## config.mk

```make
export PLATFORM = sky130hd
export DESIGN_NAME = vld_volume_diag_regs
export DESIGN_NICKNAME = d
export VERILOG_FILES = /design/src/pkg/vld_pkg.sv /design/src/vld_load_check.sv /design/src/vld_volume_diag_regs.sv
export SDC_FILE = /design/constraint.sdc
export NUM_CORES = 1
export LEC_CHECK = 0
export BUFFER_PORTS_ARGS = -buffer_cell sky130_fd_sc_hd__buf_2
export CORE_UTILIZATION = 55
export CTS_CLUSTER_DIAMETER = 200
export DETAILED_ROUTE_END_ITERATION = 8
export PLACE_DENSITY = 0.76
export SYNTH_ARGS = -nofsm -noshare
export SYNTH_HDL_FRONTEND = slang
export SYNTH_SLANG_ARGS = --single-unit
```

## constraint.sdc

```tcl
create_clock -name ref_clk_in -period 5.46 [get_ports ref_clk_in]
set_clock_uncertainty 0.2 [all_clocks]
set_input_delay 0.546 -clock ref_clk_in [delete_from_list [all_inputs] [get_ports ref_clk_in]]
set_output_delay 0.546 -clock ref_clk_in [all_outputs]
set_load 0.1 [all_outputs]
```

## src/pkg/vld_pkg.sv

```systemverilog
package vld_pkg;
  localparam int CLK_PERIOD_NS = 100;
  localparam logic [6:0] DEV_ADDR = 7'h6a;
  localparam logic [7:0] ADDR_CH1_GAIN = 8'h05;
  localparam logic [7:0] ADDR_CH4_GAIN = 8'h08;
  localparam logic [7:0] ADDR_LOAD_CTRL = 8'h09;
  localparam logic [7:0] ADDR_THR_CH12 = 8'h0a;
  localparam logic [7:0] ADDR_THR_CH34 = 8'h0b;
  localparam logic [7:0] ADDR_REPORT_CH12 = 8'h0c;
  localparam logic [7:0] ADDR_REPORT_CH34 = 8'h0d;
  localparam logic [7:0] GAIN_RESET = 8'hcf;
  localparam logic [7:0] GAIN_MUTE_BELOW = 8'h07;
  localparam logic [7:0] CTRL_RESET = 8'h00;
  localparam logic [7:0] CTRL_RW_MASK = 8'he3;
  localparam logic [7:0] THR_RESET = 8'h11;
  localparam int CANCEL_BIT = 7;
  localparam int RAMP_DBL_BIT = 6;
  localparam int SETTLE_DBL_BIT = 5;
  localparam int LINE_EN_BIT = 1;
  localparam int SKIP_BIT = 0;
  localparam int FLG_GND = 3;
  localparam int FLG_SUP = 2;
  localparam int FLG_OPEN = 1;
  localparam int FLG_SHORT = 0;
  localparam logic [1:0] STATE_HIZ = 2'h1;
  localparam logic [1:0] STATE_LOAD_CHECK = 2'h3;
  localparam int RAMP_TIME_NS = 100000;
  localparam int SETTLE_TIME_NS = 50000;
  localparam int TIMER_W = 12;
  localparam logic [TIMER_W-1:0] RAMP_CYC =
    TIMER_W'((RAMP_TIME_NS + CLK_PERIOD_NS - 1) / CLK_PERIOD_NS);
  localparam logic [TIMER_W-1:0] SETTLE_CYC =
    TIMER_W'((SETTLE_TIME_NS + CLK_PERIOD_NS - 1) / CLK_PERIOD_NS);
  typedef enum logic [2:0] {
    I2_IDLE, I2_ADDR, I2_ADDR_ACK, I2_WR, I2_WR_ACK, I2_RD, I2_RD_ACK
  } vld_i2c_state_t;
  typedef enum logic [1:0] {DG_IDLE, DG_RAMP, DG_SETTLE, DG_SAMPLE} vld_diag_state_t;
endpackage

```

## src/vld_load_check.sv

```systemverilog
`timescale 1ns/1ps
module vld_load_check (
  input wire logic clk_in,
  input wire logic arst_n_in,
  input wire logic [3:0] start_req_in,
  input wire logic cancel_in,
  input wire logic ramp_dbl_in,
  input wire logic settle_dbl_in,
  input wire logic line_en_in,
  input wire logic [15:0] thr_in,
  input wire logic [3:0] gnd_short_in,
  input wire logic [3:0] sup_short_in,
  input wire logic [3:0] open_in,
  input wire logic [3:0] line_in,
  input wire logic [15:0] res_in,
  output logic [15:0] flags_out,
  output logic [3:0] line_found_out,
  output logic [3:0] run_mask_out,
  output logic ramp_active_out,
  output logic settle_active_out,
  output logic cancel_done_out
);
  import vld_pkg::*;
  vld_diag_state_t state, next_state;
  logic [TIMER_W-1:0] timer, next_timer, ramp_lim, settle_lim;
  logic [3:0] mask, next_mask, pend, next_pend, line, next_line;
  logic [15:0] flags, next_flags, sample, keep;
  logic done, next_done;

  assign ramp_lim = ramp_dbl_in ? TIMER_W'(RAMP_CYC * 2) : RAMP_CYC;
  assign settle_lim = settle_dbl_in ? TIMER_W'(SETTLE_CYC * 2) : SETTLE_CYC;

  // Channel i maps to nibble 3-i: ch1 high nibble of the flag word
  genvar i;
  generate
    for (i = 0; i < 4; i++) begin : g_ch
      logic is_line;
      assign is_line = line_en_in & line_in[i];
      assign sample[15-4*i] = gnd_short_in[i];
      assign sample[14-4*i] = sup_short_in[i];
      // A line amplifier input looks open; don't call it an open load
      assign sample[13-4*i] = open_in[i] & ~is_line;
      assign sample[12-4*i] = res_in[15-4*i -: 4] <= thr_in[15-4*i -: 4];
      assign keep[15-4*i -: 4] = {4{~mask[i]}};
    end
  endgenerate

  always_comb begin
    next_state = state;
    next_timer = timer;
    next_mask = mask;
    next_pend = pend | start_req_in;
    next_flags = flags;
    next_line = line;
    next_done = 1'b0;
    if (cancel_in) begin
      next_state = DG_IDLE;
      next_timer = '0;
      next_mask = '0;
      next_pend = '0;
      next_done = 1'b1;
    end else begin
      case (state)
        DG_IDLE: begin
          if (next_pend != 4'h0) begin
            next_mask = next_pend;
            next_pend = '0;
            next_state = DG_RAMP;
            next_timer = ramp_lim - 1'b1;
          end
        end
        DG_RAMP: begin
          if (timer == '0) begin
            next_state = DG_SETTLE;
            next_timer = settle_lim - 1'b1;
          end else begin
            next_timer = timer - 1'b1;
          end
        end
        DG_SETTLE: begin
          if (timer == '0) begin
            next_state = DG_SAMPLE;
          end else begin
            next_timer = timer - 1'b1;
          end
        end
        DG_SAMPLE: begin
          next_flags = (flags & keep) | (sample & ~keep);
          next_line = (line & ~mask) | (line_in & mask & {4{line_en_in}});
          next_mask = '0;
          next_state = DG_IDLE;
        end
        default: next_state = DG_IDLE;
      endcase
    end
  end

  always_ff @(posedge clk_in or negedge arst_n_in) begin
    if (!arst_n_in) begin
      state <= DG_IDLE;
      timer <= '0;
      mask <= '0;
      pend <= '0;
      flags <= '0;
      line <= '0;
      done <= 1'b0;
    end else begin
      state <= next_state;
      timer <= next_timer;
      mask <= next_mask;
      pend <= next_pend;
      flags <= next_flags;
      line <= next_line;
      done <= next_done;
    end
  end

  assign flags_out = flags;
  assign line_found_out = line;
  assign run_mask_out = mask;
  assign ramp_active_out = state == DG_RAMP;
  assign settle_active_out = state == DG_SETTLE;
  assign cancel_done_out = done;
endmodule

```

## src/vld_volume_diag_regs.sv

```systemverilog
`timescale 1ns/1ps
module vld_volume_diag_regs (
  input wire logic ref_clk_in,
  input wire logic arst_n_in,
  input wire logic scl_in,
  input wire logic sda_in,
  output logic sda_out,
  output logic sda_oe_n_out,
  input wire logic [7:0] chan_state_in,
  input wire logic [3:0] chan_fault_in,
  input wire logic [3:0] meas_gnd_short_in,
  input wire logic [3:0] meas_sup_short_in,
  input wire logic [3:0] meas_open_in,
  input wire logic [3:0] meas_line_in,
  input wire logic [15:0] meas_res_in,
  output logic [7:0] ch1_gain_out,
  output logic [7:0] ch2_gain_out,
  output logic [7:0] ch3_gain_out,
  output logic [7:0] ch4_gain_out,
  output logic [3:0] mute_out,
  output logic [3:0] load_check_mask_out,
  output logic ramp_active_out,
  output logic settle_active_out,
  output logic line_out_check_en_out,
  output logic [3:0] line_found_out
);
  import vld_pkg::*;

  // Pin synchronisers: index 0 is scl, 1 is sda
  logic [1:0] s1, s2, s3, pin_f, next_pin_f, pin_d;
  logic scl_rise, scl_fall, i2_start, i2_stop;

  // Register state
  logic [7:0] gain [4];
  logic [7:0] next_gain [4];
  logic [7:0] ctrl, next_ctrl, thr12, next_thr12, thr34, next_thr34;
  logic [15:0] flags;
  logic cancel_done;

  // Serial port state
  vld_i2c_state_t st, next_st;
  logic [2:0] cnt, next_cnt;
  logic [7:0] sh, next_sh, ptr, next_ptr, rd_byte;
  logic rw, next_rw, first, next_first, ack_on, next_ack_on;
  logic drv_low, next_drv_low;
  logic wr_fire;
  logic [7:0] wr_byte;

  // Channel trigger state
  logic [7:0] state_d;
  logic [3:0] fault_d, start_req;

  // Unmapped addresses read as zero
  function automatic logic [7:0] reg_read(input logic [7:0] a);
    logic [7:0] d;
    d = 8'h00;
    if (a >= ADDR_CH1_GAIN && a <= ADDR_CH4_GAIN) begin
      d = gain[2'(a - ADDR_CH1_GAIN)];
    end else begin
      case (a)
        ADDR_LOAD_CTRL: d = ctrl & CTRL_RW_MASK;
        ADDR_THR_CH12: d = thr12;
        ADDR_THR_CH34: d = thr34;
        ADDR_REPORT_CH12: d = flags[15:8];
        ADDR_REPORT_CH34: d = flags[7:0];
        default: d = 8'h00;
      endcase
    end
    return d;
  endfunction

  // Three stages; filtered level moves only when stages two and three agree
  always_comb begin
    for (int k = 0; k < 2; k++) begin
      next_pin_f[k] = (s2[k] == s3[k]) ? s3[k] : pin_f[k];
    end
  end

  always_ff @(posedge ref_clk_in or negedge arst_n_in) begin
    if (!arst_n_in) begin
      s1 <= 2'h3;
      s2 <= 2'h3;
      s3 <= 2'h3;
      pin_f <= 2'h3;
      pin_d <= 2'h3;
    end else begin
      s1 <= {sda_in, scl_in};
      s2 <= s1;
      s3 <= s2;
      pin_f <= next_pin_f;
      pin_d <= pin_f;
    end
  end

  assign scl_rise = pin_f[0] & ~pin_d[0];
  assign scl_fall = ~pin_f[0] & pin_d[0];
  assign i2_start = pin_f[0] & pin_d[0] & pin_d[1] & ~pin_f[1];
  assign i2_stop = pin_f[0] & pin_d[0] & ~pin_d[1] & pin_f[1];
  assign rd_byte = reg_read(ptr);

  always_comb begin
    next_st = st;
    next_cnt = cnt;
    next_sh = sh;
    next_ptr = ptr;
    next_rw = rw;
    next_first = first;
    next_ack_on = ack_on;
    next_drv_low = drv_low;
    wr_fire = 1'b0;
    wr_byte = {sh[6:0], pin_f[1]};
    if (i2_start) begin
      next_st = I2_ADDR;
      next_cnt = '0;
      next_first = 1'b1;
      next_ack_on = 1'b0;
      next_drv_low = 1'b0;
    end else if (i2_stop) begin
      next_st = I2_IDLE;
      next_drv_low = 1'b0;
    end else if (scl_rise) begin
      case (st)
        I2_ADDR, I2_WR: begin
          next_sh = wr_byte;
          next_cnt = cnt + 1'b1;
          if (cnt == 3'h7) begin
            if (st == I2_WR) begin
              next_st = I2_WR_ACK;
              if (first) begin
                next_ptr = wr_byte;
                next_first = 1'b0;
              end else begin
                wr_fire = 1'b1;
                next_ptr = ptr + 1'b1;
              end
            end else if (wr_byte[7:1] == DEV_ADDR) begin
              next_st = I2_ADDR_ACK;
              next_rw = wr_byte[0];
            end else begin
              next_st = I2_IDLE;
            end
          end
        end
        I2_RD: begin
          next_cnt = cnt + 1'b1;
          if (cnt == 3'h7) begin
            next_st = I2_RD_ACK;
            next_ptr = ptr + 1'b1;
          end
        end
        I2_RD_ACK: begin
          // Master acknowledge keeps the read going; no-ack ends it
          if (!pin_f[1]) begin
            next_st = I2_RD;
            next_cnt = '0;
            next_sh = rd_byte;
          end else begin
            next_st = I2_IDLE;
          end
        end
        default: ;
      endcase
    end else if (scl_fall) begin
      case (st)
        I2_ADDR_ACK, I2_WR_ACK: begin
          if (!ack_on) begin
            next_ack_on = 1'b1;
            next_drv_low = 1'b1;
          end else begin
            next_ack_on = 1'b0;
            next_drv_low = 1'b0;
            next_cnt = '0;
            if (st == I2_ADDR_ACK && rw) begin
              next_st = I2_RD;
              next_sh = rd_byte;
              next_drv_low = ~rd_byte[7];
            end else begin
              next_st = I2_WR;
            end
          end
        end
        I2_RD: next_drv_low = ~sh[3'h7 - cnt];
        I2_RD_ACK: next_drv_low = 1'b0;
        default: next_drv_low = 1'b0;
      endcase
    end
  end

  always_ff @(posedge ref_clk_in or negedge arst_n_in) begin
    if (!arst_n_in) begin
      st <= I2_IDLE;
      cnt <= '0;
      sh <= '0;
      ptr <= '0;
      rw <= 1'b0;
      first <= 1'b0;
      ack_on <= 1'b0;
      drv_low <= 1'b0;
    end else begin
      st <= next_st;
      cnt <= next_cnt;
      sh <= next_sh;
      ptr <= next_ptr;
      rw <= next_rw;
      first <= next_first;
      ack_on <= next_ack_on;
      drv_low <= next_drv_low;
    end
  end

  assign sda_out = 1'b0;
  assign sda_oe_n_out = ~drv_low;

  // Register writes; report registers are read-only and absorb writes
  always_comb begin
    for (int k = 0; k < 4; k++) begin
      next_gain[k] = gain[k];
    end
    next_ctrl = ctrl;
    next_thr12 = thr12;
    next_thr34 = thr34;
    if (cancel_done) begin
      next_ctrl[CANCEL_BIT] = 1'b0;
    end
    // Placed after the clear so a fresh cancel in that cycle survives
    if (wr_fire) begin
      if (ptr >= ADDR_CH1_GAIN && ptr <= ADDR_CH4_GAIN) begin
        next_gain[2'(ptr - ADDR_CH1_GAIN)] = wr_byte;
      end
      case (ptr)
        ADDR_LOAD_CTRL: next_ctrl = wr_byte & CTRL_RW_MASK;
        ADDR_THR_CH12: next_thr12 = wr_byte;
        ADDR_THR_CH34: next_thr34 = wr_byte;
        default: ;
      endcase
    end
  end

  always_ff @(posedge ref_clk_in or negedge arst_n_in) begin
    if (!arst_n_in) begin
      for (int k = 0; k < 4; k++) begin
        gain[k] <= GAIN_RESET;
      end
      ctrl <= CTRL_RESET;
      thr12 <= THR_RESET;
      thr34 <= THR_RESET;
    end else begin
      for (int k = 0; k < 4; k++) begin
        gain[k] <= next_gain[k];
      end
      ctrl <= next_ctrl;
      thr12 <= next_thr12;
      thr34 <= next_thr34;
    end
  end

  assign ch1_gain_out = gain[0];
  assign ch2_gain_out = gain[1];
  assign ch3_gain_out = gain[2];
  assign ch4_gain_out = gain[3];
  assign line_out_check_en_out = ctrl[LINE_EN_BIT];

  // Trigger detection; ch1 state sits in the top two bits
  genvar c;
  generate
    for (c = 0; c < 4; c++) begin : g_trig
      logic [1:0] now_st, old_st;
      logic manual, leave_hiz, fault_rise;
      assign now_st = chan_state_in[7-2*c -: 2];
      assign old_st = state_d[7-2*c -: 2];
      assign manual = now_st == STATE_LOAD_CHECK && old_st != STATE_LOAD_CHECK;
      assign leave_hiz = old_st == STATE_HIZ && now_st != STATE_HIZ;
      assign fault_rise = chan_fault_in[c] & ~fault_d[c];
      assign start_req[c] = manual | (~ctrl[SKIP_BIT] & (leave_hiz | fault_rise));
      assign mute_out[c] = gain[c] < GAIN_MUTE_BELOW;
    end
  endgenerate

  always_ff @(posedge ref_clk_in or negedge arst_n_in) begin
    if (!arst_n_in) begin
      state_d <= {4{STATE_HIZ}};
      fault_d <= '0;
    end else begin
      state_d <= chan_state_in;
      fault_d <= chan_fault_in;
    end
  end

  vld_load_check u_check (
    .clk_in(ref_clk_in),
    .arst_n_in(arst_n_in),
    .start_req_in(start_req),
    .cancel_in(ctrl[CANCEL_BIT]),
    .ramp_dbl_in(ctrl[RAMP_DBL_BIT]),
    .settle_dbl_in(ctrl[SETTLE_DBL_BIT]),
    .line_en_in(ctrl[LINE_EN_BIT]),
    .thr_in({thr12, thr34}),
    .gnd_short_in(meas_gnd_short_in),
    .sup_short_in(meas_sup_short_in),
    .open_in(meas_open_in),
    .line_in(meas_line_in),
    .res_in(meas_res_in),
    .flags_out(flags),
    .line_found_out(line_found_out),
    .run_mask_out(load_check_mask_out),
    .ramp_active_out(ramp_active_out),
    .settle_active_out(settle_active_out),
    .cancel_done_out(cancel_done)
  );
endmodule

```

==> results of run 1 <==
==> power breakdown <==
part	switching, mW	internal [mW]
combinational	0.880	0.452
clock	0.446	0.847
sequential	0.275	1.28
total	1.60	2.58
==> worst reg2reg max path, delay by kind of cell, from the launching register on <==
kind	cells	cell delay (ns)
AOI/OAI and AO/OA	1	0.14
adders and majority gates	1	0.72
DFF	1	0.74
muxes	1	0.36
and+or+nand+nor	3	0.93
==> cells in the mapped netlist, types with 8 or more instances <==
cell type / n
a221oi_1: 8
a31oi_1: 14
nand2_1: 65
nor3_1: 11
o21ai_0: 62
mux2_4: 32
nand3_1: 10
clkbuf_1: 26
dfstp_2: 42
a22o_1: 10
nand2b_1: 10
mux4_2: 10
a21oi_1: 28
ha_1: 33
nor2b_1: 11
mux2_2: 32
inv_1: 43
nor2_1: 33
a221o_1: 8
dfrtp_1: 102
==> routing by layer <==
metal	part of all wire (%)	GRT usage (%)
met1	43	36.4
met2	49	45.7
met3	5.2	6.39
met4	3.3	13.5
met5	0	0
==> cell families after synthesis <==
| kind of cell | Yosys count | share of synthesized area, % |
|---|---|---|
| simple gates | 192 | 13.1 |
| compound gates | 188 | 16.1 |
| flops | 144 | 46.5 |
| buf+inv | 80 | 3.96 |
| mux | 78 | 14.1 |
| fa+ha+maj | 35 | 5.51 |
| xor+xnor | 6 | 0.669 |
| other cells | 1 | 0.0477 |
==> placed cells by master (no fill, tap or decap), drive strengths merged, types with 5 or more instances in the layout <==
cell type / instances
and3: 5
a222oi: 5
a22o: 10
a311oi: 5
ha: 33
a31oi: 14
xor2: 6
dfrtp: 102
or4: 8
nand2b: 10
a221o: 8
a21oi: 28
nand2: 70
nor2b: 11
nor4b: 7
inv: 43
mux2: 64
nor2: 33
nor4: 5
nand3: 10
a22oi: 5
a221oi: 8
a41oi: 5
buf: 96
nor3: 11
clkbuf: 23
dfstp: 42
bufinv: 5
mux4: 10
a21o: 5
and2: 6
o21ai: 65
==> layout make-up <==
cell class	instances	share of cell area, %
Multi-Input combinational cell	500	42.8
Sequential cell	144	40.3
Timing Repair Buffer	96	5.39
Clock buffer	23	5.26
Tap cell	180	2.48
Clock inverter	9	1.97
Inverter	43	1.78
==> worst max path at each step <==
stage / from / end / depth (start not counted)
after floorplan: ch4_gain_out[5] / mute_out[3] / 2
after global placement: ptr[0] / ch1_gain_out[4] / 6
after detailed placement: ptr[0] / ch1_gain_out[4] / 6
after CTS: ptr[0] / ch1_gain_out[5] / 6
after global routing: ptr[0] / ch1_gain_out[4] / 6
final: ptr[0] / ch1_gain_out[5] / 6
==> through the flow <==
| step | util (%) | std cells | worst slack [ns] | hold slack, ns |
|---|---|---|---|---|
| finish | 65.2 | 995 | 2.26 | -0.0299 |
| global route | 65.2 | 995 | 2.06 | 0.0101 |
| CTS | 65.2 | 995 | 2.25 | 0.00957 |
| detailed placement | 60.4 | 963 | 2.27 | 0.147 |
| global placement | 60.4 | 963 | 2.35 | 0.145 |
| floorplan | - | 724 | 1.04 | 0.0504 |
==> flow_summary.ini, run 1 <==
[critical_path]
crit_buf_inv = 0
path_max_fanout = 17
timing.rr.start = ptr[0]
r2r.worst_path.cells = 6
worstSetupStartpointType = flop
required_ns = 5.57
worst_setup_path_end_kind = flop
crit_path_top_delay_cell = dfrtp_1
crit_arrival_ns = 3.31
rrSetupSlack_ns = 2.26
reg2reg_to = ch1_gain_out[5]
cp_slowest_stage_delay_ns = 0.74
crit_type = reg -> reg
cp_top_family = simple AND/OR/NAND/NOR gates
cp_cell_sequence = ha_1, nand2b_1, a31oi_1, nor4_4, nand2_4, mux2_4

[clocking]
clkLatencyLatePin_ns = 0.43
hold_buffers = 0
cts-root-buf = clkbuf_16
cts_num_sinks = 144
post_cts_buffers = 0
numCtsBuffers = 17
clock_path_buffers = 2
post_cts_resized = 0
clkTransAtPathRegs_ns = 0.06
cts_tree = built
htreeDepth = 4

[sta]
setup_viol = 0
hold_viol = 15
tns_ns = 0
finalCritPeriodShare_pct = 58.7
tightest_slew_ns = 1.02
rsz0062_at_grt = no
fmax_ghz = 0.312
slew_headroom_pct = 31.3
period_needed_ns = 3.20
hold_ws_ns = -0.0299
maxSlewViolCount = 0

[power]
finalPower_mw = 4.18
powerDensity_mw_per_mm2 = 461
leakage_nw = 4.29
vdd.ir_drop.worst_v = 0.000224

[synthesis]
synth.area.top_cells = dfrtp_1 (32%), dfstp_2 (14%), mux2_4 (6.1%)
ys_seq_area_share_pct = 46.5
syn_area_per_cell_sq_um = 10.9
synth_nets = 805
ys.flop_type = dfrtp_1
async_reset_ff_share_pct = 100
synth_top_area_cell = dfrtp_1
synth_area_sq_mm = 0.00786
synth-seq-cells = 144
synth.top_cell.area_share_pct = 32.5
synth_cell_types = 67
yosys_warnings = 0
synthCells = 724
synth_edf_count = 0

[placed_design]
place_hpwl_mm = 13.6
postPlaceCellArea_sq_mm = 0.00842
port_buffers = 95
gp_congestion = 0.916

[final_layout]
seqCellArea_sq_mm = 0.00366
fillers = 1062
multi_input_area_sq_mm = 0.00389
n_antenna_cell = 0
drive_gt1_share_pct = 31.7
final_area_sq_mm = 0.00908
area_growth_pct = 15.5
final_nets = 883

[die]
fp.dieH_um = 122
num_rows = 43
die_area_sq_mm = 0.0148
core_region_area_sq_mm = 0.0139
pin_count = 97
die-width_um = 122
initial_core_util_pct = 56.4

[run_status]
status = finished, violations left
violations = hold timing

[route]
dr.pass1.iters = 6
wl_per_cell_um = 19.9
dr_total_vias = 6195
ant_nets = 0
drc = 0
routed_via_density = 6.23
routed_wl_mm = 19.8
first_iter_violations = 418

[grt]
grt_pass1_vias = 6216
grt_overflow = 0
grt_max_degree = 92
grt_pass1_wl_mm = 31.9
antenna_found_initial = 0
grt.total_usage_pct = 28.4

[worst_hold_path]
hold_path.class = in -> async

[flow_run]
cap_viol_max_count = 0
(Power assumes the default switching activity.)
==> run 2, diff against run 1 <==
- CORE_UTILIZATION: 55 -> 53
- PLACE_DENSITY: 0.76 -> 0.77
- clock period: 5.46 -> 2.6 ns (I/O delays scaled with it)
==> run 2 against run 1 <==
The run now ends clean. Core utilization grew 2.3 points. Largest power group is now combinational logic. Global-route usage grew 1.1 points. Total power grew 110%. Via count increased by 7.6%. Sequential share of layout area is 2.6 points lower. Maximum frequency up 24%. Worst setup slack lost 2.2 ns. Critical endpoint is now thr34[6]. Die area grew 3.7%. Flip-flop and latch count unchanged. Cell count increased by 7.1%.
==> flow_summary.ini, run 2 (same netlist as run 1, synthesis figures left out) <==
[worst_hold_path]
hold_path.class = in -> reg
hold_start = meas_res_in[14]
whs_path_depth = 4

[die]
num_rows = 44
core_region_area_sq_mm = 0.0145
fp.dieH_um = 124
die_area_sq_mm = 0.0153
die-width_um = 124
pin_count = 97
initial_core_util_pct = 54.3

[clocking]
cts-root-buf = clkbuf_16
clock_path_buffers = 2
numCtsBuffers = 17
clkLatencyLatePin_ns = 0.43
cts_tree = built
clkTransAtPathRegs_ns = 0.06
htreeDepth = 4
cts_num_sinks = 144

[power]
seq_power_share_pct = 35.1
p_int_mw = 5.36
p_sw_mw = 3.57
finalPower_mw = 8.93
combPwrFrac_pct = 37.4
clock_power_share_pct = 27.5
p_sw_share_pct = 40.0
powerDensity_mw_per_mm2 = 915
leakage_nw = 4.58
vdd.ir_drop.worst_v = 0.000518

[final_layout]
final_cell_mix = dfrtp_1 (94), buf_2 (91), nand2_1 (65), o21ai_0 (62), dfstp_2 (42)
area_growth_pct = 24.3
final_common_cell = dfrtp_1
final_core_util_pct = 67.4
drive_gt1_share_pct = 35.7
n_antenna_cell = 0
final_nets = 950
fin_cells = 1066
final_area_sq_mm = 0.00976

[grt]
grt_overflow = 0
grt_pass1_wl_mm = 33.7
grt_max_degree = 54
grt_pass1_vias = 6569
antenna_found_initial = 0
grt.total_usage_pct = 29.5

[sta]
rsz0062_at_grt = yes
fmax_ghz = 0.388
hold_viol = 0
period_needed_ns = 2.57
maxSlewViolCount = 0
tightest_slew_ns = 0.611
setup_viol = 0
layout_setup_ws_ns = 0.0257
tns_ns = 0
finalCritPeriodShare_pct = 99.0
hold_ws_ns = 0.137
slew_headroom_pct = 58.9

[critical_path]
crit_arrival_ns = 2.69
worst-path-stages = 5
crit_type = reg -> reg
cp_slowest_stage_delay_ns = 0.57
worstSetupStartpointType = flop
crit_path_top_delay_cell = or4_4
worst_setup_path_end_kind = flop
cp_top_family = simple AND/OR/NAND/NOR gates
cp_cell_sequence = or4_4, nor2_1, nor4b_2, nand2_1, mux2_2
required_ns = 2.71
crit_buf_inv = 0
r2r.worst_path.cells = 5
path_max_fanout = 8
reg2reg_to = thr34[6]
rrSetupSlack_ns = 0.03
timing.rr.start = ptr[4]

[placed_design]
dp.cells = 998
preCtsSetupSlack_ns = 0.0213
port_buffers = 95
place_hpwl_mm = 14.5
gp_congestion = 0.885
postPlaceCellArea_sq_mm = 0.00878

[route]
first_iter_violations = 706
dr.pass1.iters = 7
routed_via_density = 6.25
routed_wl_mm = 21.6
dr_total_vias = 6667
wl_per_cell_um = 20.3
ant_nets = 0
drc = 0

[run_status]
status = complete, no violations

[flow_run]
cap_viol_max_count = 0
==> run 2: repair_timing <==
| item | CTS | global route |
|---|---|---|
| hold endpoints to repair | 80 | 0 |
| cloned | 0 | 1 |
| pin swaps | 0 | 1 |
| hold buffers | 34 | 0 |
| buffers inserted | 0 | 1 |
| gates resized for setup | 2 | 13 |
| endpoints found under the setup margin | 5 | 40 |
==> run 2: layout make-up <==
type,instances,area [sq um]
well taps,184,230
fillers,1065,4720
multi-input cells,500,4010
inverters,43,161
flip-flops and latches,144,3670
clock buffers,21,460
repair buffers,163,1100
clock inverters,11,129
==> run 2: per-layer routing <==
metal  up-vias  wire length [um]  GRT usage (%)  share of wire (%)
li1       2965                 -              -                  -
met1      3314              8710           36.6                 40
met2       322             10700           48.5                 50
met3        66              1450           6.32                6.7
met4         0               740           15.4                3.4
met5         -                 0              0                  0
==> run 2: worst max-delay path by stage <==
stage,start,end,slack [ns]
2_1_floorplan,ch4_gain_out[5],mute_out[3],-0.04
3_3_place_gp,pin_f[0],st[2],0.18
5_1_grt,pin_f[0],thr34[6],-0.08
3_5_place_dp,u_check.state[0],u_check.run_mask_out[2],0.02
6_report,ptr[4],thr34[6],0.03
4_1_cts,ch1_gain_out[5],mute_out[0],0.02
==> run 2: tightest hold or removal path, delay by kind of cell <==
| kind | cells | cell delay (ns) |
|---|---|---|
| adders and majority gates | 1 | 0.14 |
| buffers and inverters | 1 | 0.10 |
| AOI/OAI and AO/OA | 2 | 0.23 |
==> run 2: power by group through the flow <==
stage               Sequential, mW  Combinational (mW)  Clock, mW
floorplan                     3.39                1.98          0
global placement              3.11                3.06          0
detailed placement            3.14                3.15          0
CTS                           3.11                3.23       2.48
global route                  3.18                3.59       2.57
finish                        3.14                3.34       2.46
